--- config.mk ---
export PLATFORM = sky130hd
export DESIGN_NAME = drs_ramp_select
export DESIGN_NICKNAME = d
export VERILOG_FILES = /design/src/drs_pkg.sv /design/src/drs_div_if.sv /design/src/drs_rate_div.sv /design/src/drs_ramp_select.sv
export VERILOG_INCLUDE_DIRS = /design/src
export SDC_FILE = /design/constraint.sdc
export NUM_CORES = 1
export LEC_CHECK = 0
export BUFFER_PORTS_ARGS = -buffer_cell sky130_fd_sc_hd__buf_2
export CAP_MARGIN = 20
export CELL_PAD_IN_SITES_DETAIL_PLACEMENT = 1
export CELL_PAD_IN_SITES_GLOBAL_PLACEMENT = 2
export CORE_ASPECT_RATIO = 0.75
export CORE_MARGIN = 8
export CORE_UTILIZATION = 35
export CTS_BUF_LIST = sky130_fd_sc_hd__clkbuf_8 sky130_fd_sc_hd__clkbuf_16
export DETAILED_ROUTE_END_ITERATION = 7
export PLACE_DENSITY_LB_ADDON = 0.1
export SYNTH_ARGS = -nofsm -noshare
export SYNTH_HDL_FRONTEND = slang
export SYNTH_SLANG_ARGS = --single-unit
--- constraint.sdc ---
create_clock -name sys_clk_i -period 10.6 [get_ports sys_clk_i]
set_input_delay 1.06 -clock sys_clk_i [delete_from_list [all_inputs] [get_ports sys_clk_i]]
set_output_delay 1.06 -clock sys_clk_i [all_outputs]
set_load 0.03 [all_outputs]
--- src/drs_defines.svh ---
// constants for the ramp and stop selection block
// How it works
// - two select inputs pick ramp pair 1..4
// - auto switching only if switch frequency nonzero
// - auto: pair 1 below, pair 4 at/above
// - assigned select inputs override auto switching
// - jog ramps: 0.1 to 6000.0 s full scale
// - jog uses jog frequency, default 6.0 Hz
// - emergency input: emergency ramp, flag indication
// - emergency held until run and input removed
// - block input turns output off, motor coasts
// - duty rating sets overload, max, stall limits
// - heavy sensorless max 150 or 100 Hz
// - light rating only in volts-per-hertz modes
// - analog polarity direct or inverse, both inputs
// - zero-speed selection has four behaviours
// - run off and below start: DC braking timed
// - range bit: 400.00 or 1200.00 Hz ceiling
// - keypad reference clamped to motor maximum
// - only preset 1 (pump) loads settings, 0 and 2..7 load none
// - pump preset loads its fixed settings
`ifndef DRS_DEFINES_SVH
`define DRS_DEFINES_SVH
// ----------------------------------------
// register indices
// ----------------------------------------
`define DRS_REG_UP_BASE 5'h00
`define DRS_REG_DOWN_BASE 5'h04
`define DRS_REG_SWITCH_FREQ 5'h08
`define DRS_REG_JOG_FREQ 5'h09
`define DRS_REG_JOG_UP 5'h0a
`define DRS_REG_JOG_DOWN 5'h0b
`define DRS_REG_EM_TIME 5'h0c
`define DRS_REG_CONFIG 5'h0d
`define DRS_REG_MOTOR_MAX 5'h0e
`define DRS_REG_DC_START 5'h0f
`define DRS_REG_DC_TIME 5'h10
`define DRS_REG_KEYPAD_REF 5'h11
`define DRS_REG_STATUS 5'h12
`define DRS_REG_EFF_MAX 5'h13
`define DRS_REG_EXTRA 5'h14
`define DRS_REG_MID_FREQ 5'h15
`define DRS_REG_MID_VOLT 5'h16
`define DRS_REG_RATE 5'h17
`define DRS_NREG 23
// ----------------------------------------
// config fields
// ----------------------------------------
`define DRS_CFG_LIGHT 0
`define DRS_CFG_INVERSE 1
`define DRS_CFG_ZERO_LO 2
`define DRS_CFG_RANGE 4
`define DRS_CFG_APP_LO 5
`define DRS_CFG_MODE_LO 8
`define DRS_CFG_LARGE 11
`define DRS_CFG_SEL_ASSIGNED 12
`define DRS_EXTRA_FWD_ONLY 0
`define DRS_EXTRA_RESTART 1
`define DRS_EXTRA_STALL_DEC 2
// ----------------------------------------
// frequencies in 0.1 Hz, times in 0.1 s
// ----------------------------------------
`define DRS_RANGE_LOW_MAX 16'h0fa0
`define DRS_RANGE_HIGH_MAX 16'h2ee0
`define DRS_LIGHT_MAX 16'h04b0
`define DRS_SLV_SMALL_MAX 16'h05dc
`define DRS_SLV_LARGE_MAX 16'h03e8
`define DRS_HEAVY_OVERLOAD 8'h96
`define DRS_LIGHT_OVERLOAD 8'h78
`define DRS_HEAVY_STALL 8'h96
`define DRS_LIGHT_STALL 8'h78
`define DRS_TIME_MIN 16'h0001
`define DRS_TIME_MAX 16'hea60
`define DRS_JOG_FREQ_RST 16'h003c
`define DRS_RAMP_RST 16'h0064
`define DRS_EM_TIME_RST 16'h0032
`define DRS_MOTOR_MAX_RST 16'h0258
`define DRS_DC_START_RST 16'h000f
`define DRS_DC_TIME_RST 16'h0005
`define DRS_ADC_FULL 12'hfff
`define DRS_APP_PUMP 3'h1
`define DRS_PUMP_RAMP 16'h000a
`define DRS_PUMP_MID_FREQ 16'h012c
`define DRS_PUMP_MID_VOLT 16'h0258
// ----------------------------------------
// timing
// ----------------------------------------
`define DRS_CLK_HZ 20000000
`define DRS_CTRL_PERIOD_US 1000
`define DRS_CTRL_TICK_CYC ((`DRS_CLK_HZ / 1000000) * `DRS_CTRL_PERIOD_US)
`define DRS_TICKS_PER_TENTH 100
`endif

--- src/drs_pkg.sv ---
// types shared by the ramp and stop selection block
package drs_pkg;
  typedef enum logic [2:0] {
    DRS_MODE_VF,
    DRS_MODE_VF_PG,
    DRS_MODE_SENSORLESS,
    DRS_MODE_ENCODER,
    DRS_MODE_MAGNET
  } drs_mode_e;
  typedef enum logic [1:0] {
    DRS_DC_IDLE,
    DRS_DC_ARMED,
    DRS_DC_BRAKE
  } drs_dc_state_e;
  typedef logic [15:0] drs_word_t;
endpackage

--- src/drs_div_if.sv ---
// carrier between the selector and its rate divider
`timescale 1ns/100ps
interface drs_div_if;
  logic start;
  logic [23:0] dividend;
  logic [15:0] divisor;
  logic busy;
  logic done;
  logic [23:0] quotient;
  modport requester (output start, output dividend, output divisor, input busy, input done, input quotient);
  modport server (input start, input dividend, input divisor, output busy, output done, output quotient);
endinterface

--- src/drs_rate_div.sv ---
// serial divider computing the ramp rate
`timescale 1ns/100ps
module drs_rate_div (
  // clock and reset
  input wire logic sys_clk_i,
  input wire logic rst_b_i,
  // request and result
  drs_div_if.server div
);
  logic [23:0] rem_q;
  logic [23:0] quo_q;
  logic [15:0] dvs_q;
  logic [4:0] cnt;
  logic busy;
  logic done;
  wire [24:0] trial = {rem_q[23:0], quo_q[23]} - {9'h000, dvs_q};
  assign div.busy = busy;
  assign div.done = done;
  assign div.quotient = quo_q;
  // one quotient bit per clock; a zero divisor yields all ones
  always_ff @(posedge sys_clk_i) begin
    if (!rst_b_i) begin
      busy <= 1'b0;
      done <= 1'b0;
      cnt <= 5'h00;
      rem_q <= 24'h000000;
      quo_q <= 24'h000000;
      dvs_q <= 16'h0000;
    end else begin
      done <= 1'b0;
      if (div.start && !busy) begin
        busy <= 1'b1;
        cnt <= 5'h18;
        rem_q <= 24'h000000;
        quo_q <= div.dividend;
        dvs_q <= div.divisor;
      end else if (busy) begin
        if (trial[24]) begin
          rem_q <= {rem_q[22:0], quo_q[23]};
          quo_q <= {quo_q[22:0], 1'b0};
        end else begin
          rem_q <= trial[23:0];
          quo_q <= {quo_q[22:0], 1'b1};
        end
        cnt <= cnt - 5'h01;
        if (cnt == 5'h01) begin
          busy <= 1'b0;
          done <= 1'b1;
        end
      end
    end
  end
endmodule // drs_rate_div

--- src/drs_ramp_select.sv ---
// ramp pair, stop and limit selection for the drive
//
// The implementer's own choices: the strobed register port and the placing of the registers.
`timescale 1ns/100ps
`include "drs_defines.svh"
module drs_ramp_select #(
  parameter int CTRL_TICK_CYCLES = `DRS_CTRL_TICK_CYC,
  parameter int TICKS_PER_TENTH = `DRS_TICKS_PER_TENTH
) (
  // clock and reset
  input wire logic sys_clk_i,
  input wire logic rst_b_i,
  // register port
  input wire logic [4:0] reg_addr_i,
  input wire logic [15:0] reg_wdata_i,
  input wire logic reg_wr_i,
  input wire logic reg_rd_i,
  output logic [15:0] reg_rdata_o,
  // command terminals
  input wire logic run_cmd_i,
  input wire logic jog_i,
  input wire logic ramp_sel_lo_i,
  input wire logic ramp_sel_hi_i,
  input wire logic emergency_i,
  input wire logic output_block_i,
  // drive feedback, same clock
  input wire logic [15:0] output_freq_i,
  input wire logic [11:0] analog_input_one_i,
  input wire logic [11:0] analog_input_two_i,
  // selections out
  output logic [1:0] ramp_pair_o,
  output logic [15:0] ramp_up_o,
  output logic [15:0] ramp_down_o,
  output logic [23:0] ramp_rate_o,
  output logic [15:0] speed_ref_o,
  output logic [15:0] max_freq_o,
  output logic [7:0] overload_pct_o,
  output logic [7:0] stall_pct_o,
  output logic [11:0] analog_ref_one_o,
  output logic [11:0] analog_ref_two_o,
  output logic [1:0] zero_speed_mode_o,
  // stop handling
  output logic emergency_halt_indication_o,
  output logic run_permit_o,
  output logic output_on_o,
  output logic dc_brake_o
);
  // ----------------------------------------
  // helpers
  // ----------------------------------------
  function automatic logic [15:0] min16(input logic [15:0] a, input logic [15:0] b);
    min16 = (a < b) ? a : b;
  endfunction
  function automatic logic [15:0] time_fix(input logic [15:0] t);
    time_fix = (t < `DRS_TIME_MIN) ? `DRS_TIME_MIN : ((t > `DRS_TIME_MAX) ? `DRS_TIME_MAX : t);
  endfunction

  // ----------------------------------------
  // terminal synchronisers
  // ----------------------------------------
  logic [5:0] pin_meta;
  logic [5:0] pin_sync;
  always_ff @(posedge sys_clk_i) begin
    if (!rst_b_i) begin
      pin_meta <= 6'h00;
      pin_sync <= 6'h00;
    end else begin
      pin_meta <= {output_block_i, emergency_i, ramp_sel_hi_i, ramp_sel_lo_i, jog_i, run_cmd_i};
      pin_sync <= pin_meta;
    end
  end
  wire run_s = pin_sync[0];
  wire jog_s = pin_sync[1];
  wire sel_lo_s = pin_sync[2];
  wire sel_hi_s = pin_sync[3];
  wire em_s = pin_sync[4];
  wire block_s = pin_sync[5];

  // ----------------------------------------
  // control tick divider
  // ----------------------------------------
  logic [31:0] tick_cnt;
  logic [7:0] tenth_cnt;
  wire tick = (tick_cnt == 32'(CTRL_TICK_CYCLES - 1));
  wire tenth = tick && (tenth_cnt == 8'(TICKS_PER_TENTH - 1));
  always_ff @(posedge sys_clk_i) begin
    if (!rst_b_i) begin
      tick_cnt <= 32'h00000000;
      tenth_cnt <= 8'h00;
    end else begin
      tick_cnt <= tick ? 32'h00000000 : tick_cnt + 32'h00000001;
      if (tick) begin
        tenth_cnt <= tenth ? 8'h00 : tenth_cnt + 8'h01;
      end
    end
  end

  // ----------------------------------------
  // register file
  // ----------------------------------------
  logic [15:0] regs [0:`DRS_NREG-1];
  wire [15:0] cfg = regs[`DRS_REG_CONFIG];
  wire [2:0] app_wr = reg_wdata_i[`DRS_CFG_APP_LO+:3];
  wire cfg_wr = reg_wr_i && (reg_addr_i == `DRS_REG_CONFIG);
  wire pump_load = cfg_wr && (app_wr == `DRS_APP_PUMP);
  wire wr_plain = reg_wr_i && (reg_addr_i < 5'(`DRS_NREG)) && (reg_addr_i != `DRS_REG_STATUS)
                  && (reg_addr_i != `DRS_REG_EFF_MAX) && (reg_addr_i != `DRS_REG_RATE);
  always_ff @(posedge sys_clk_i) begin
    if (!rst_b_i) begin
      for (int i = 0; i < `DRS_NREG; i++) begin
        regs[i] <= 16'h0000;
      end
      for (int i = 0; i < 8; i++) begin
        regs[i] <= `DRS_RAMP_RST;
      end
      regs[`DRS_REG_JOG_FREQ] <= `DRS_JOG_FREQ_RST;
      regs[`DRS_REG_JOG_UP] <= `DRS_RAMP_RST;
      regs[`DRS_REG_JOG_DOWN] <= `DRS_RAMP_RST;
      regs[`DRS_REG_EM_TIME] <= `DRS_EM_TIME_RST;
      regs[`DRS_REG_MOTOR_MAX] <= `DRS_MOTOR_MAX_RST;
      regs[`DRS_REG_DC_START] <= `DRS_DC_START_RST;
      regs[`DRS_REG_DC_TIME] <= `DRS_DC_TIME_RST;
    end else if (pump_load) begin
      // preset overrides the written mode and rating fields
      regs[`DRS_REG_CONFIG] <= {reg_wdata_i[15:11], 3'h0, reg_wdata_i[7:1], 1'b1};
      regs[`DRS_REG_UP_BASE] <= `DRS_PUMP_RAMP;
      regs[`DRS_REG_DOWN_BASE] <= `DRS_PUMP_RAMP;
      regs[`DRS_REG_MID_FREQ] <= `DRS_PUMP_MID_FREQ;
      regs[`DRS_REG_MID_VOLT] <= `DRS_PUMP_MID_VOLT;
      regs[`DRS_REG_EXTRA] <= 16'h0007;
    end else if (wr_plain) begin
      regs[reg_addr_i] <= reg_wdata_i;
    end
  end

  // ----------------------------------------
  // ratings and limits
  // ----------------------------------------
  wire [2:0] mode = cfg[`DRS_CFG_MODE_LO+:3];
  wire vf_mode = (mode == 3'(drs_pkg::DRS_MODE_VF)) || (mode == 3'(drs_pkg::DRS_MODE_VF_PG));
  wire light = cfg[`DRS_CFG_LIGHT] && vf_mode;
  wire [15:0] range_max = cfg[`DRS_CFG_RANGE] ? `DRS_RANGE_HIGH_MAX : `DRS_RANGE_LOW_MAX;
  wire [15:0] slv_max = cfg[`DRS_CFG_LARGE] ? `DRS_SLV_LARGE_MAX : `DRS_SLV_SMALL_MAX;
  wire [15:0] duty_max = light ? `DRS_LIGHT_MAX
                        : ((mode == 3'(drs_pkg::DRS_MODE_SENSORLESS)) ? slv_max : range_max);
  wire [15:0] next_max = min16(min16(duty_max, range_max), regs[`DRS_REG_MOTOR_MAX]);
  wire [15:0] keypad_ref = min16(regs[`DRS_REG_KEYPAD_REF], regs[`DRS_REG_MOTOR_MAX]);
  wire [15:0] jog_ref = min16(regs[`DRS_REG_JOG_FREQ], range_max);

  // ----------------------------------------
  // ramp pair choice
  // ----------------------------------------
  wire auto_on = (regs[`DRS_REG_SWITCH_FREQ] != 16'h0000);
  wire [1:0] auto_pair = (output_freq_i >= regs[`DRS_REG_SWITCH_FREQ]) ? 2'h3 : 2'h0;
  wire [1:0] next_pair = cfg[`DRS_CFG_SEL_ASSIGNED] ? {sel_hi_s, sel_lo_s}
                        : (auto_on ? auto_pair : 2'h0);
  logic [1:0] pair;
  logic em_latch;
  wire [15:0] next_up = jog_s ? time_fix(regs[`DRS_REG_JOG_UP])
                        : time_fix(regs[5'(`DRS_REG_UP_BASE + 5'(pair))]);
  wire [15:0] next_down = em_latch ? regs[`DRS_REG_EM_TIME]
                        : (jog_s ? time_fix(regs[`DRS_REG_JOG_DOWN])
                        : time_fix(regs[5'(`DRS_REG_DOWN_BASE + 5'(pair))]));

  // ----------------------------------------
  // emergency latch
  // ----------------------------------------
  wire em_clear = !run_s && !em_s;
  always_ff @(posedge sys_clk_i) begin
    if (!rst_b_i) begin
      em_latch <= 1'b0;
    end else if (em_s) begin
      em_latch <= 1'b1;
    end else if (em_clear) begin
      em_latch <= 1'b0;
    end
  end

  // ----------------------------------------
  // rate divider
  // ----------------------------------------
  drs_div_if div_bus ();
  drs_rate_div u_div (
    .sys_clk_i(sys_clk_i),
    .rst_b_i(rst_b_i),
    .div(div_bus.server)
  );
  // rate is 0.1 Hz per 0.1 s with 8 fraction bits
  assign div_bus.start = tick;
  assign div_bus.dividend = {max_freq_o, 8'h00};
  assign div_bus.divisor = (next_down == 16'h0000) ? 16'h0001 : (em_latch ? next_down : next_up);

  // ----------------------------------------
  // pair and maximum registered each control tick, the rate when the divider is done, the other selections every clock
  // ----------------------------------------
  always_ff @(posedge sys_clk_i) begin
    if (!rst_b_i) begin
      pair <= 2'h0;
      ramp_up_o <= `DRS_RAMP_RST;
      ramp_down_o <= `DRS_RAMP_RST;
      ramp_rate_o <= 24'h000000;
      max_freq_o <= `DRS_RANGE_LOW_MAX;
      speed_ref_o <= 16'h0000;
    end else begin
      if (tick) begin
        pair <= next_pair;
        max_freq_o <= next_max;
      end
      ramp_up_o <= next_up;
      ramp_down_o <= next_down;
      speed_ref_o <= jog_s ? jog_ref : min16(keypad_ref, max_freq_o);
      if (div_bus.done) begin
        ramp_rate_o <= div_bus.quotient;
      end
    end
  end
  assign ramp_pair_o = pair;

  // ----------------------------------------
  // analog polarity, ratings, gating
  // ----------------------------------------
  always_ff @(posedge sys_clk_i) begin
    if (!rst_b_i) begin
      analog_ref_one_o <= 12'h000;
      analog_ref_two_o <= 12'h000;
      overload_pct_o <= `DRS_HEAVY_OVERLOAD;
      stall_pct_o <= `DRS_HEAVY_STALL;
      output_on_o <= 1'b0;
    end else begin
      analog_ref_one_o <= cfg[`DRS_CFG_INVERSE] ? `DRS_ADC_FULL - analog_input_one_i : analog_input_one_i;
      analog_ref_two_o <= cfg[`DRS_CFG_INVERSE] ? `DRS_ADC_FULL - analog_input_two_i : analog_input_two_i;
      overload_pct_o <= light ? `DRS_LIGHT_OVERLOAD : `DRS_HEAVY_OVERLOAD;
      stall_pct_o <= light ? `DRS_LIGHT_STALL : `DRS_HEAVY_STALL;
      output_on_o <= !block_s;
    end
  end
  assign zero_speed_mode_o = cfg[`DRS_CFG_ZERO_LO+:2];
  assign emergency_halt_indication_o = em_latch;
  assign run_permit_o = !em_latch && run_s;

  // ----------------------------------------
  // DC injection braking
  // ----------------------------------------
  drs_pkg::drs_dc_state_e dc_state;
  logic [15:0] dc_cnt;
  logic run_d;
  always_ff @(posedge sys_clk_i) begin
    if (!rst_b_i) begin
      dc_state <= drs_pkg::DRS_DC_IDLE;
      dc_cnt <= 16'h0000;
      run_d <= 1'b0;
    end else begin
      run_d <= run_s;
      unique case (dc_state)
        drs_pkg::DRS_DC_IDLE: begin
          if (run_d && !run_s) begin
            dc_state <= drs_pkg::DRS_DC_ARMED;
          end
        end
        drs_pkg::DRS_DC_ARMED: begin
          if (run_s) begin
            dc_state <= drs_pkg::DRS_DC_IDLE;
          end else if (output_freq_i < regs[`DRS_REG_DC_START]) begin
            dc_state <= drs_pkg::DRS_DC_BRAKE;
            dc_cnt <= regs[`DRS_REG_DC_TIME];
          end
        end
        drs_pkg::DRS_DC_BRAKE: begin
          if (run_s || dc_cnt == 16'h0000) begin
            dc_state <= drs_pkg::DRS_DC_IDLE;
          end else if (tenth) begin
            dc_cnt <= dc_cnt - 16'h0001;
          end
        end
      endcase
    end
  end
  assign dc_brake_o = (dc_state == drs_pkg::DRS_DC_BRAKE) && output_on_o;

  // ----------------------------------------
  // read port
  // ----------------------------------------
  wire [15:0] status = {9'h000, dc_brake_o, output_on_o, run_permit_o, em_latch, light, pair};
  wire [15:0] rd_mux = (reg_addr_i == `DRS_REG_STATUS) ? status
                     : (reg_addr_i == `DRS_REG_EFF_MAX) ? max_freq_o
                     : (reg_addr_i == `DRS_REG_RATE) ? ramp_rate_o[23:8]
                     : (reg_addr_i < 5'(`DRS_NREG)) ? regs[reg_addr_i] : 16'h0000;
  always_ff @(posedge sys_clk_i) begin
    if (!rst_b_i) begin
      reg_rdata_o <= 16'h0000;
    end else begin
      reg_rdata_o <= reg_rd_i ? rd_mux : 16'h0000;
    end
  end

  // ----------------------------------------
  // checks
  // ----------------------------------------
  AST_SEL_PAIR: assert property (@(posedge sys_clk_i) disable iff (!rst_b_i)
    tick && cfg[`DRS_CFG_SEL_ASSIGNED] |=> pair == $past({sel_hi_s, sel_lo_s}))
    else $error("ramp pair does not follow select inputs");
  AST_AUTO_OFF: assert property (@(posedge sys_clk_i) disable iff (!rst_b_i)
    tick && !cfg[`DRS_CFG_SEL_ASSIGNED] && !auto_on |=> pair == 2'h0)
    else $error("auto switching active with zero threshold");
  AST_AUTO_HIGH: assert property (@(posedge sys_clk_i) disable iff (!rst_b_i)
    tick && !cfg[`DRS_CFG_SEL_ASSIGNED] && auto_on && output_freq_i >= regs[`DRS_REG_SWITCH_FREQ]
    |=> pair == 2'h3)
    else $error("pair 4 not used at or above threshold");
  AST_EM_HOLD: assert property (@(posedge sys_clk_i) disable iff (!rst_b_i)
    em_latch && (run_s || em_s) |=> em_latch)
    else $error("emergency released too early");
  AST_EM_SET: assert property (@(posedge sys_clk_i) disable iff (!rst_b_i)
    em_s |=> emergency_halt_indication_o ##1 ramp_down_o == $past(regs[`DRS_REG_EM_TIME]))
    else $error("emergency not flagged or wrong stop time");
  AST_BLOCK: assert property (@(posedge sys_clk_i) disable iff (!rst_b_i)
    block_s |=> !output_on_o && !dc_brake_o)
    else $error("output not off under block");
  AST_LIGHT_VF: assert property (@(posedge sys_clk_i) disable iff (!rst_b_i)
    !vf_mode |=> overload_pct_o == `DRS_HEAVY_OVERLOAD)
    else $error("light rating outside volts-per-hertz");
  AST_MAX_LIMIT: assert property (@(posedge sys_clk_i) disable iff (!rst_b_i)
    max_freq_o <= `DRS_RANGE_HIGH_MAX)
    else $error("maximum frequency above ceiling");
  // the maximum only moves on a tick, so judge it from the range bit of that tick
  AST_MAX_RANGE: assert property (@(posedge sys_clk_i) disable iff (!rst_b_i)
    $past(tick) && !$past(cfg[`DRS_CFG_RANGE]) |-> max_freq_o <= `DRS_RANGE_LOW_MAX)
    else $error("maximum frequency above low range ceiling");
  AST_PUMP: assert property (@(posedge sys_clk_i) disable iff (!rst_b_i)
    pump_load |=> regs[`DRS_REG_UP_BASE] == `DRS_PUMP_RAMP && cfg[`DRS_CFG_LIGHT] && mode == 3'h0)
    else $error("pump preset not loaded");
  AST_DC_ENTER: assert property (@(posedge sys_clk_i) disable iff (!rst_b_i)
    dc_state == drs_pkg::DRS_DC_ARMED && !run_s && output_freq_i < regs[`DRS_REG_DC_START]
    |=> dc_state == drs_pkg::DRS_DC_BRAKE)
    else $error("braking not entered below start frequency");
  AST_JOG_REF: assert property (@(posedge sys_clk_i) disable iff (!rst_b_i)
    jog_s |=> speed_ref_o == $past(jog_ref))
    else $error("jog frequency not used as reference");
  AST_INVERSE_REF: assert property (@(posedge sys_clk_i) disable iff (!rst_b_i)
    cfg[`DRS_CFG_INVERSE] |=> analog_ref_one_o == `DRS_ADC_FULL - $past(analog_input_one_i))
    else $error("inverse analog reference wrong");
  COV_EM: cover property (@(posedge sys_clk_i) disable iff (!rst_b_i) em_latch ##1 !em_latch);
  COV_AUTO: cover property (@(posedge sys_clk_i) disable iff (!rst_b_i) tick && auto_on ##1 pair == 2'h3);
  COV_DC: cover property (@(posedge sys_clk_i) disable iff (!rst_b_i) dc_brake_o);
  COV_RATE: cover property (@(posedge sys_clk_i) disable iff (!rst_b_i) div_bus.done);
endmodule // drs_ramp_select

Yosys cells after proc, flatten, opt, wreduce, memory -nomap -nowiden

Memory sizes are Yosys's and may differ from the RTL's. A register that Yosys moved wholly into a read port is not among the register bits.
Index checks and enable logic that the tools add are counted.

RAM bits: 368
Word-level logic and storage cells: 225
Memories kept: 1
Bits of input ports: 71
Output and inout bits: 152
Flip-flop bits (word level): 282

Memories:

| memory | depth | width | rd ports | clocked after Yosys merged registers in | wr ports | RTL line               | RTL |
|---|---|---|---|---|---|---|---|
| regs   | 23    | 16    | 13       | 1                                       | 23       | drs_ramp_select.sv:101 | `` logic [15:0] regs [0:`DRS_NREG-1]; `` |

Bitwise logic cells: 24
Mux-type cells: 90
Reduce and logical (&&, ||, !) cells: 36
Eq/ne operators: 22
$lt $le $gt $ge: 16
$add $sub $neg: 8

Operators with widths:

| operator               | count |
|---|---|
| $mux 16                | 47 |
| $mux 24                | 3 |
| $gt 16x16->1 const B   | 4 |
| $lt 16x1->1 const B    | 4 |
| $mux 14                | 4 |
| $lt 16x16->1           | 3 |
| $add 32x1->32 const B  | 1 |
| $eq 32x15->1 const B   | 1 |
| $logic_not 16->1       | 2 |
| $pmux 16 s2            | 1 |
| $mux 5                 | 5 |
| $sub 25x16->25         | 1 |
| $mux 12                | 2 |
| $sub 12x12->12 const A | 2 |
| $or 1x1->1             | 21 |
| $ge 16x16->1           | 1 |
| $lt 14x16->1           | 1 |
| $lt 16x14->1           | 1 |
| $mux 1                 | 16 |
| $mux 8                 | 2 |
| $reduce_bool 16->1     | 1 |
| $reduce_or 16->1       | 1 |
| $sub 16x1->16 const B  | 1 |
| $eq 5x5->1 const B     | 3 |
| other kinds (31)       | 68 |

Logic depth before layout (Yosys ltp)

Gate-level depths: netlist of run 1.

Depth in word-level cells: 11
Depth in mapped cells: 23
Mapped depth without buffers: 20

By module

A second synthesis of run 1 with hierarchy kept.

Cells, all modules: 3008
Area total of the unflattened synthesis: 33367.0 um^2

By module, submodules not included:

| module          | area each (um^2) | seq. area each (um^2) | instances | cells an instance |
|---|---|---|---|---|
| drs_ramp_select | 29273.1          | 15675.0               | 1         | 2500 |
| drs_rate_div    | 4093.9           | 1421.4                | 1         | 508 |

Least setup slack after synthesis of run 1

Ideal clock, no wire load.

Path type: reg-to-reg
Start: mem regs[14][5]
End: reg speed_ref_o[5]
Setup slack: 6271 ps
Library setup time: 133 ps
Stages on the path, launching flop included: 24
Period minus slack after synthesis: 4329 ps
Required time: 10467 ps
Arrival time: 4196 ps
Path buffers: 3
Path through: edfxtp_1 inv_1 ha_1 a21o_1 a21o_1 a21oi_1 o221ai_1 a21oi_1 clkbuf_1 nand2_1 o21ai_0 ha_1 a21o_1 a21oi_1 nor2b_1 o21ai_0 nand2b_1 a21oi_1 o21ai_0 nor3_1 buf_1 clkbuf_1 mux2i_1 a21oi_1

RTL lines:

| what                 | RTL line               | RTL |
|---|---|---|
| from (decl)          | drs_ramp_select.sv:101 |  |
| to (signal assigned) | drs_ramp_select.sv:211 | `speed_ref_o <= jog_s ? jog_ref : min16(keypad_ref, max_freq_o);` |
| to (decl)            | drs_ramp_select.sv:35  | `output logic [15:0] speed_ref_o,` |

==> implementation parameters, run 1 <==
Parameter                              Value

Run status
  Status ... completed

Synth
  Share of synthesized area occupied by flip-flops and latches ... between 50% and 60%
  Mux contribution to synthesized area ... around 11%
  Seq cells post-synth ... about 660
  Predominant post-synthesis flop cell ... edfxtp_1
  Cell types with the largest area share after synthesis ... edfxtp_1 (35%), dfxtp_1 (17%), mux4_2 (8.6%)
  Warning count from the yosys run ... 0
  Number of enable-type register cells in the synthesized netlist ... ~380
  Combinational family with the most area after synthesis ... simple AND/OR/NAND/NOR gates
  Mean instance size in the synthesized netlist ... 11.07 µm²
  Simple-gate portion of the synthesized area ... between 10% and 20%
  Summed instance area of the synthesized netlist ... 32830 µm²
  Dominant cell type by area after synthesis ... edfxtp_1
  Post-Synth XOR/XNOR Area ... roughly 2.2%
  List of most frequent post-synthesis cells ... edfxtp_1 (384), dfxtp_1 (278), nor2_1 (254)
  Count of mapped cells out of synthesis ... 2965
  Proportion of synthesized flip-flops having asynchronous set or reset ... 0%
  Area fraction in compound gates after synthesis ... roughly a tenth
  Share of synthesized cell area in full adder, half adder and majority cells ... under 10%
  Yosys top cell area share ... approximately a third
  Number of library cell types mapped by synthesis ... 75
  Count leader, synth ... edfxtp_1

Timing
  Worst slew slack as a fraction of its limit ... just over 30%
  Achievable clock frequency ... 199.7 MHz
  Number of hold violations in the final report ... 0
  Count of endpoints failing setup in the final report ... 0
  Final Critical Period ... approximately 5 ns
  Clock tree skew after final layout ... ~0.023 ns
  Setup_tns ... 0 ns
  Setup repair after global routing missed its margin ... no
  Actual slew at the worst max-slew pin ... between 1 and 1.5 ns
  Final-report max-slew violation count ... 0
  Ratio of final minimum period to clock period ... a little under half

Place
  Total of buffers placed on input and output ports ... 218
  RePlAce Congestion ... around 0.93
  Placed cell areas ... about 35000 µm²
  Cell total after placement ... 4300
  Total half-perimeter wirelength after legalization and detailed placement ... between 90000 and 100000 µm

Routing
  Number of DRC violations after detailed routing ... 0
  Wirelength, routed ... about 130000 µm
  Detailed-routing iteration count for the pre-antenna-repair pass ... 5
  Number of nets still failing antenna checks after routing ... 0
  WL/cell ... between 20 and 30 µm
  Via count of the routed design ... 25308
  Initial DRC count ... 2535
  Average via count per standard cell ... around 5.7

Global route
  Global-route wire length before repair ... around 190000 µm
  Met1 track utilization from global routing ... 34.64%
  Via count of the first global-routing pass ... 25822
  Total Routing Usage GR ... between 20% and 30%
  Pin count of the biggest net entering global routing ... roughly 70
  Grt met3 use ... 3.683%
  Leftover overflow at the end of global routing ... 0
  Initial antenna violation count ... 11
  GRT met2 Usage ... 38.82%
  Most used routing layer ... met2

Pwr
  Net switching power ... 1.698 mW
  Total power after layout ... approximately 6.3 mW
  Leakage power summed over all cells ... between 10 and 15 nW
  Maximum resistive drop on vdd ... between 100 and 150 µV
  Share of power burned in the clock network ... between 40% and 50%
  Proportion of total power due to net switching ... around 27%
  Combinational cell fraction of total power ... between 10% and 20%
  Power per Cell Area ... around 170 nW/µm²
  Total internal power ... around 4.6 mW
  Sequential cell fraction of total power ... a little under half

CTS
  CTS root buffer ... clkbuf_16
  Number of buffers inserted to repair setup after CTS ... 0
  Clock latency reported for the late side of the worst-skew pair ... roughly 0.63 ns
  Cts-stage hold buffer count ... 0
  Clock slew at the register clock pins of the worst setup and hold paths ... roughly 0.06 ns
  Clock tree from TritonCTS ... built
  Number of sinks on the clock net ... roughly 660
  Max H-tree Level ... 3
  Post-CTS sizing ... 0
  Clock Tree Buf Depth ... 3
  Inserted Clock Buffers ... 75

Final layout
  Final std cell area, no fill ... about 38000 µm²
  Fill cell instance count of the final layout ... ~10000
  Area Growth Syn to Fin ... 14.62%
  Final net count ... roughly 3300
  Non-filler cells in the finished layout ... about 4400
  Layout cell share with drive strength beyond 1 ... roughly 17%

Floorplan
  I/O pin total ... roughly 220
  Starting utilization of the core area ... between 30% and 40%
  Number of core rows ... just under 100
  Overall die width ... between 300 and 400 µm
  Core Region ... 93210 µm²
  Die boundary height ... about 280 µm
  Die footprint ... 104000 µm²

Critical path
  Endpoint arrival time on the critical path ... about 5.5 ns
  Startpoint kind of the worst setup timing path ... flop
  Worst Setup End Kind ... flop
  Critical path class ... reg2reg
  CP required ... 11.06 ns
  Max FO, Critical Path ... 31
  Internal reg-to-reg setup slack ... between 5 and 6 ns

Run
  Number of maximum-capacitance violations ... 0

Min path
  Classification of the worst-slack hold path ... reg2reg
-- power by group through the flow --
stage	sequential [mW]	combinational, mW	clock (mW)
after floorplan	2.99	0.395	0
after detailed placement	3.00	0.738	0
after global routing	2.96	0.788	2.72
after global placement	2.99	0.724	0
after CTS	2.94	0.741	2.62
final	2.95	0.738	2.56
-- path summary, 6_finish.rpt --
kind                startpoint        endpoint  cells past startpoint
hold reg to reg    pin_sync[5]     output_on_o                      1
setup / recovery  regs[14][14]  speed_ref_o[4]                     20
setup reg to reg  regs[14][14]  speed_ref_o[4]                     20
hold / removal     pin_sync[5]     output_on_o                      1
-- cells by family after synthesis --
kind of cell,count (synthesis)
compound gates,524
xor+xnor,81
flops,662
simple gates,1054
mux,203
fa+ha+maj,100
buf+inv,339
other cells,2
-- metrics by stage --
step / setup slack, ns / hold WS [ns] / utilization (%)
final: 5.593 / 0.3865 / 40.37
after global routing: 5.357 / 0.4027 / 40.37
after CTS: 5.602 / 0.3838 / 40.35
after detailed placement: 5.618 / 0.3756 / 37.81
after global placement: 5.674 / 0.3777 / 37.81
after floorplan: 6.271 / 0.3627 / -
-- state kept, by name (all words and copies together), names as in the netlist, 5 cells and up, named ones only --
signal / count
analog_ref_one_o: 12
analog_ref_two_o: 12
dc_cnt: 16
max_freq_o: 16
pin_meta: 6
pin_sync: 6
ramp_down_o: 16
ramp_rate_o: 24
ramp_up_o: 16
reg_rdata_o: 16
regs: 384
speed_ref_o: 16
tenth_cnt: 8
tick_cnt: 32
u_div.cnt: 5
u_div.div.quotient: 24
u_div.dvs_q: 16
u_div.rem_q: 24
-- worst max-delay path: stages (launching register included) --
cell	delay (ns)
edfxtp_1	0.57
inv_1	0.13
ha_1	0.33
nand4_1	0.16
or2_2	0.35
o221ai_1	0.19
a21oi_2	0.05
buf_4	0.23
o21ai_0	0.42
ha_1	0.34
a21o_1	0.16
a21oi_1	0.14
nor2b_1	0.06
o21ai_0	0.16
nand2b_1	0.08
a21oi_1	0.14
o21ai_0	0.22
nor3_2	0.21
buf_4	0.34
mux2i_1	0.12
o21ai_0	0.44
-- metal layers --
layer	vias to the layer above	share of wire (%)
li1	11111	-
met3	179	6.6
met1	13052	45
met2	964	45
met4	2	2.9
met5	-	0.010
-- layout by cell type (no fill, tap or decap), drive strengths merged, types with 53 or more instances in the layout --
master    n
nand2   205
edfxtp  384
clkbuf   86
o21ai   137
nor2    254
nand3    53
dfxtp   278
mux4    128
buf     277
a21oi   146
and3     82
mux2i    75
inv     133
ha       99
a22oi    55
or3      57
and2    233
-- final cells by class --
| class | instances | area [µm²] | share of cell area [%] |
|---|---|---|---|
| inverter | 111 | 419.2 | 1.114 |
| antenna | 2 | 5.005 | 0.01330 |
| tap | 1237 | 1548 | 4.113 |
| multi-input combinational | 2014 | 14640 | 38.90 |
| clock inverter | 48 | 295.3 | 0.7847 |
| timing repair buffer | 277 | 1549 | 4.117 |
| clock buffer | 86 | 2073 | 5.510 |
| sequential | 662 | 17100 | 45.45 |
(Power assumes the default switching activity.)
==> inputs of run 2 (changes only) <==
==> constraint.sdc (replaced) <==
create_clock -name sys_clk_i -period 4.2 [get_ports sys_clk_i]
set_input_delay 0.42 -clock sys_clk_i [delete_from_list [all_inputs] [get_ports sys_clk_i]]
set_output_delay 0.42 -clock sys_clk_i [all_outputs]
set_load 0.03 [all_outputs]
==> implementation parameters, run 2 (synthesized netlist as in run 1, its figures left out) <==
Parameter                              Value

Pwr
  Leakage power summed over all cells ... approximately 15 nW
  Maximum resistive drop on vdd ... roughly 270 µV
  Power per Cell Area ... around 430 nW/µm²

Critical path
  Endpoint arrival time on the critical path ... 4.63 ns
  Max FO, Critical Path ... 15
  Delay of the slowest critical-path stage ... around 0.39 ns
  Internal reg-to-reg setup slack ... 0.12 ns
  Startpoint kind of the worst setup timing path ... flop
  Critical Path, Cell by Cell ... inv_1 > ha_1 > a21o_1 > a21o_1 > a21oi_1 > o221ai_1 > a21oi_2 > buf_4 > bufbuf_16 > o21ai_0 > ha_1 > nand4_1 > a2111oi_4 > nor3_2 > buf_4 > buf_6 > or3_1 > o211ai_1
  R2R Path Start ... regs[14][9]
  Critical path buffer and inverter count ... 5
  Cell with the largest stage delay on the worst path ... edfxtp_1
  Worst Setup End Kind ... flop
  Crit-path leading delay family ... compound AO/OA/AOI/OAI gates
  Number of cells on the worst reg-to-reg path ... 18
  End of the worst register-to-register path ... speed_ref_o[6]
  CP required ... roughly 4.8 ns
  Critical path class ... reg2reg

CTS
  Clock Tree Buf Depth ... 3
  Max H-tree Level ... 3
  Clock tree from TritonCTS ... built
  Clock slew at the register clock pins of the worst setup and hold paths ... ~0.06 ns
  Inserted Clock Buffers ... 76
  Clock latency reported for the late side of the worst-skew pair ... between 0.6 and 0.7 ns
  CTS root buffer ... clkbuf_16
  Number of sinks on the clock net ... around 660

Global route
  Initial antenna violation count ... 13
  Leftover overflow at the end of global routing ... 0
  Global-route wire length before repair ... about 190000 µm
  Via count of the first global-routing pass ... between 20000 and 30000
  Pin count of the biggest net entering global routing ... roughly 130
  Total Routing Usage GR ... between 20% and 30%

Final layout
  Regs by FF count ... regs: 384 flops, tick_cnt: 32 flops
  Register ranked first by flip-flop count ... regs
  Area Growth Syn to Fin ... 18.14%
  Leading cell types in the layout, fill and taps excluded ... edfxtp_1 (384), dfxtp_1 (276), nor2_1 (252)
  Number of flip-flops under the largest register name ... 384
  Fill cell instance count of the final layout ... between 10000 and 15000
  Final net count ... 3398
  Layout cell share with drive strength beyond 1 ... around 20%
  Most common library cell in the layout ignoring fill and taps ... edfxtp_1
  Final std cell area, no fill ... 38780 µm²

Place
  RePlAce Congestion ... slightly above 0.9
  Total half-perimeter wirelength after legalization and detailed placement ... roughly 95000 µm
  Total of buffers placed on input and output ports ... 218
  Placed cell areas ... roughly 36000 µm²

Routing
  Detailed-routing iteration count for the pre-antenna-repair pass ... 5
  Initial DRC count ... about 2500
  Average via count per standard cell ... between 5 and 6
  Via count of the routed design ... 25589
  Number of nets still failing antenna checks after routing ... 0
  Wirelength, routed ... 131200 µm
  WL/cell ... 28.98 µm
  Number of DRC violations after detailed routing ... 0

Floorplan
  Number of core rows ... a little under 100
  Core Region ... roughly 93000 µm²
  I/O pin total ... around 220
  Overall die width ... approximately 370 µm
  Die footprint ... approximately 100000 µm²
  Die boundary height ... about 280 µm
  Starting utilization of the core area ... between 30% and 40%

Timing
  Setup repair after global routing missed its margin ... yes
  Min Hold Slack ... slightly below 0.04 ns
  Ratio of final minimum period to clock period ... around 97%
  Worst slew slack as a fraction of its limit ... between 30% and 40%
  Number of hold violations in the final report ... 0
  Final Critical Period ... roughly 4.1 ns
  Actual slew at the worst max-slew pin ... just over 1 ns
  Final-report max-slew violation count ... 0
  Setup_tns ... 0 ns
  Count of endpoints failing setup in the final report ... 0
  Clock tree skew after final layout ... ~0.022 ns
  Achievable clock frequency ... between 200 and 250 MHz

Min path
  Hold Crit Endpoint ... analog_ref_two_o[2]
  Hold Path Depth ... 3
  Origin of the worst min-delay path ... analog_input_two_i[2]
  Classification of the worst-slack hold path ... in2reg

Run
  Number of maximum-capacitance violations ... 0

Run status
  Status ... completed
## run 2: metal layers
metal | wire (µm) | GRT usage, % | share of wire (%)
met5 | 27 | 0 | 0.021
met4 | 3376 | 5.984 | 2.6
met3 | 9332 | 4.174 | 7.1
met2 | 60210 | 39.62 | 46
met1 | 58260 | 34.31 | 44
## run 2: metrics by stage
step	total power [mW]	std cells	worst slack [ns]	utilization, %
after floorplan	8.552	3015	0.008557	-
after global placement	9.421	4366	0.007923	38.43
after detailed placement	9.476	4366	-0.3629	38.43
after CTS	16.69	4517	0.02391	41.49
after global routing	17.11	4523	-0.05742	41.60
final	16.58	4528	0.1213	41.61
## run 2: report_power, final
part | internal [mW] | switching, mW | total (mW)
combinational | 0.691 | 1.30 | 1.99
clock | 4.32 | 2.86 | 7.17
sequential | 7.18 | 0.242 | 7.42
## run 2: worst max-delay path by stage
stage / startpoint / end / slack, ns / cells after the start
global route: regs[14][5] / speed_ref_o[0] / -0.06 / 21
global placement: regs[14][5] / speed_ref_o[6] / 0.008 / 17
detailed placement: regs[14][5] / speed_ref_o[6] / -0.36 / 17
floorplan: regs[14][5] / speed_ref_o[5] / 0.009 / 23
CTS: regs[13][8] / max_freq_o[8] / 0.02 / 19
finish: regs[14][9] / speed_ref_o[6] / 0.12 / 18
## run 2: layout make-up
type,count,area (µm²),area share [%]
well taps,1237,1548,3.991
multi-input cells,2014,14700,37.90
flip-flops and latches,662,17100,44.09
clock inverters,48,510.5,1.316
clock buffers,89,2148,5.539
diodes,5,12.51,0.03226
repair buffers,362,2346,6.049
inverters,111,419.2,1.081
## run 2: worst register-to-register path: stages, from the launching register on
cell and delay (ns):
edfxtp_1 0.39, inv_1 0.13, ha_1 0.26, a21o_1 0.16, a21o_1 0.17, a21oi_1 0.15
o221ai_1 0.15, a21oi_2 0.21, buf_4 0.16, bufbuf_16 0.27, o21ai_0 0.16, ha_1 0.35
nand4_1 0.22, a2111oi_4 0.40, nor3_2 0.06, buf_4 0.16, buf_6 0.14, or3_1 0.35
o211ai_1 0.10
## run 2: timing repair
| item | 4_1_cts | 5_1_grt |
|---|---|---|
| setup buffers | 1 | 5 |
| endpoints found under the hold margin | 12 | 0 |
| pin swaps | 1 | 6 |
| resized for setup | 7 | 26 |
| hold buffers | 12 | 0 |
| gates cloned | 1 | 1 |
| setup endpoints to repair | 16 | 29 |
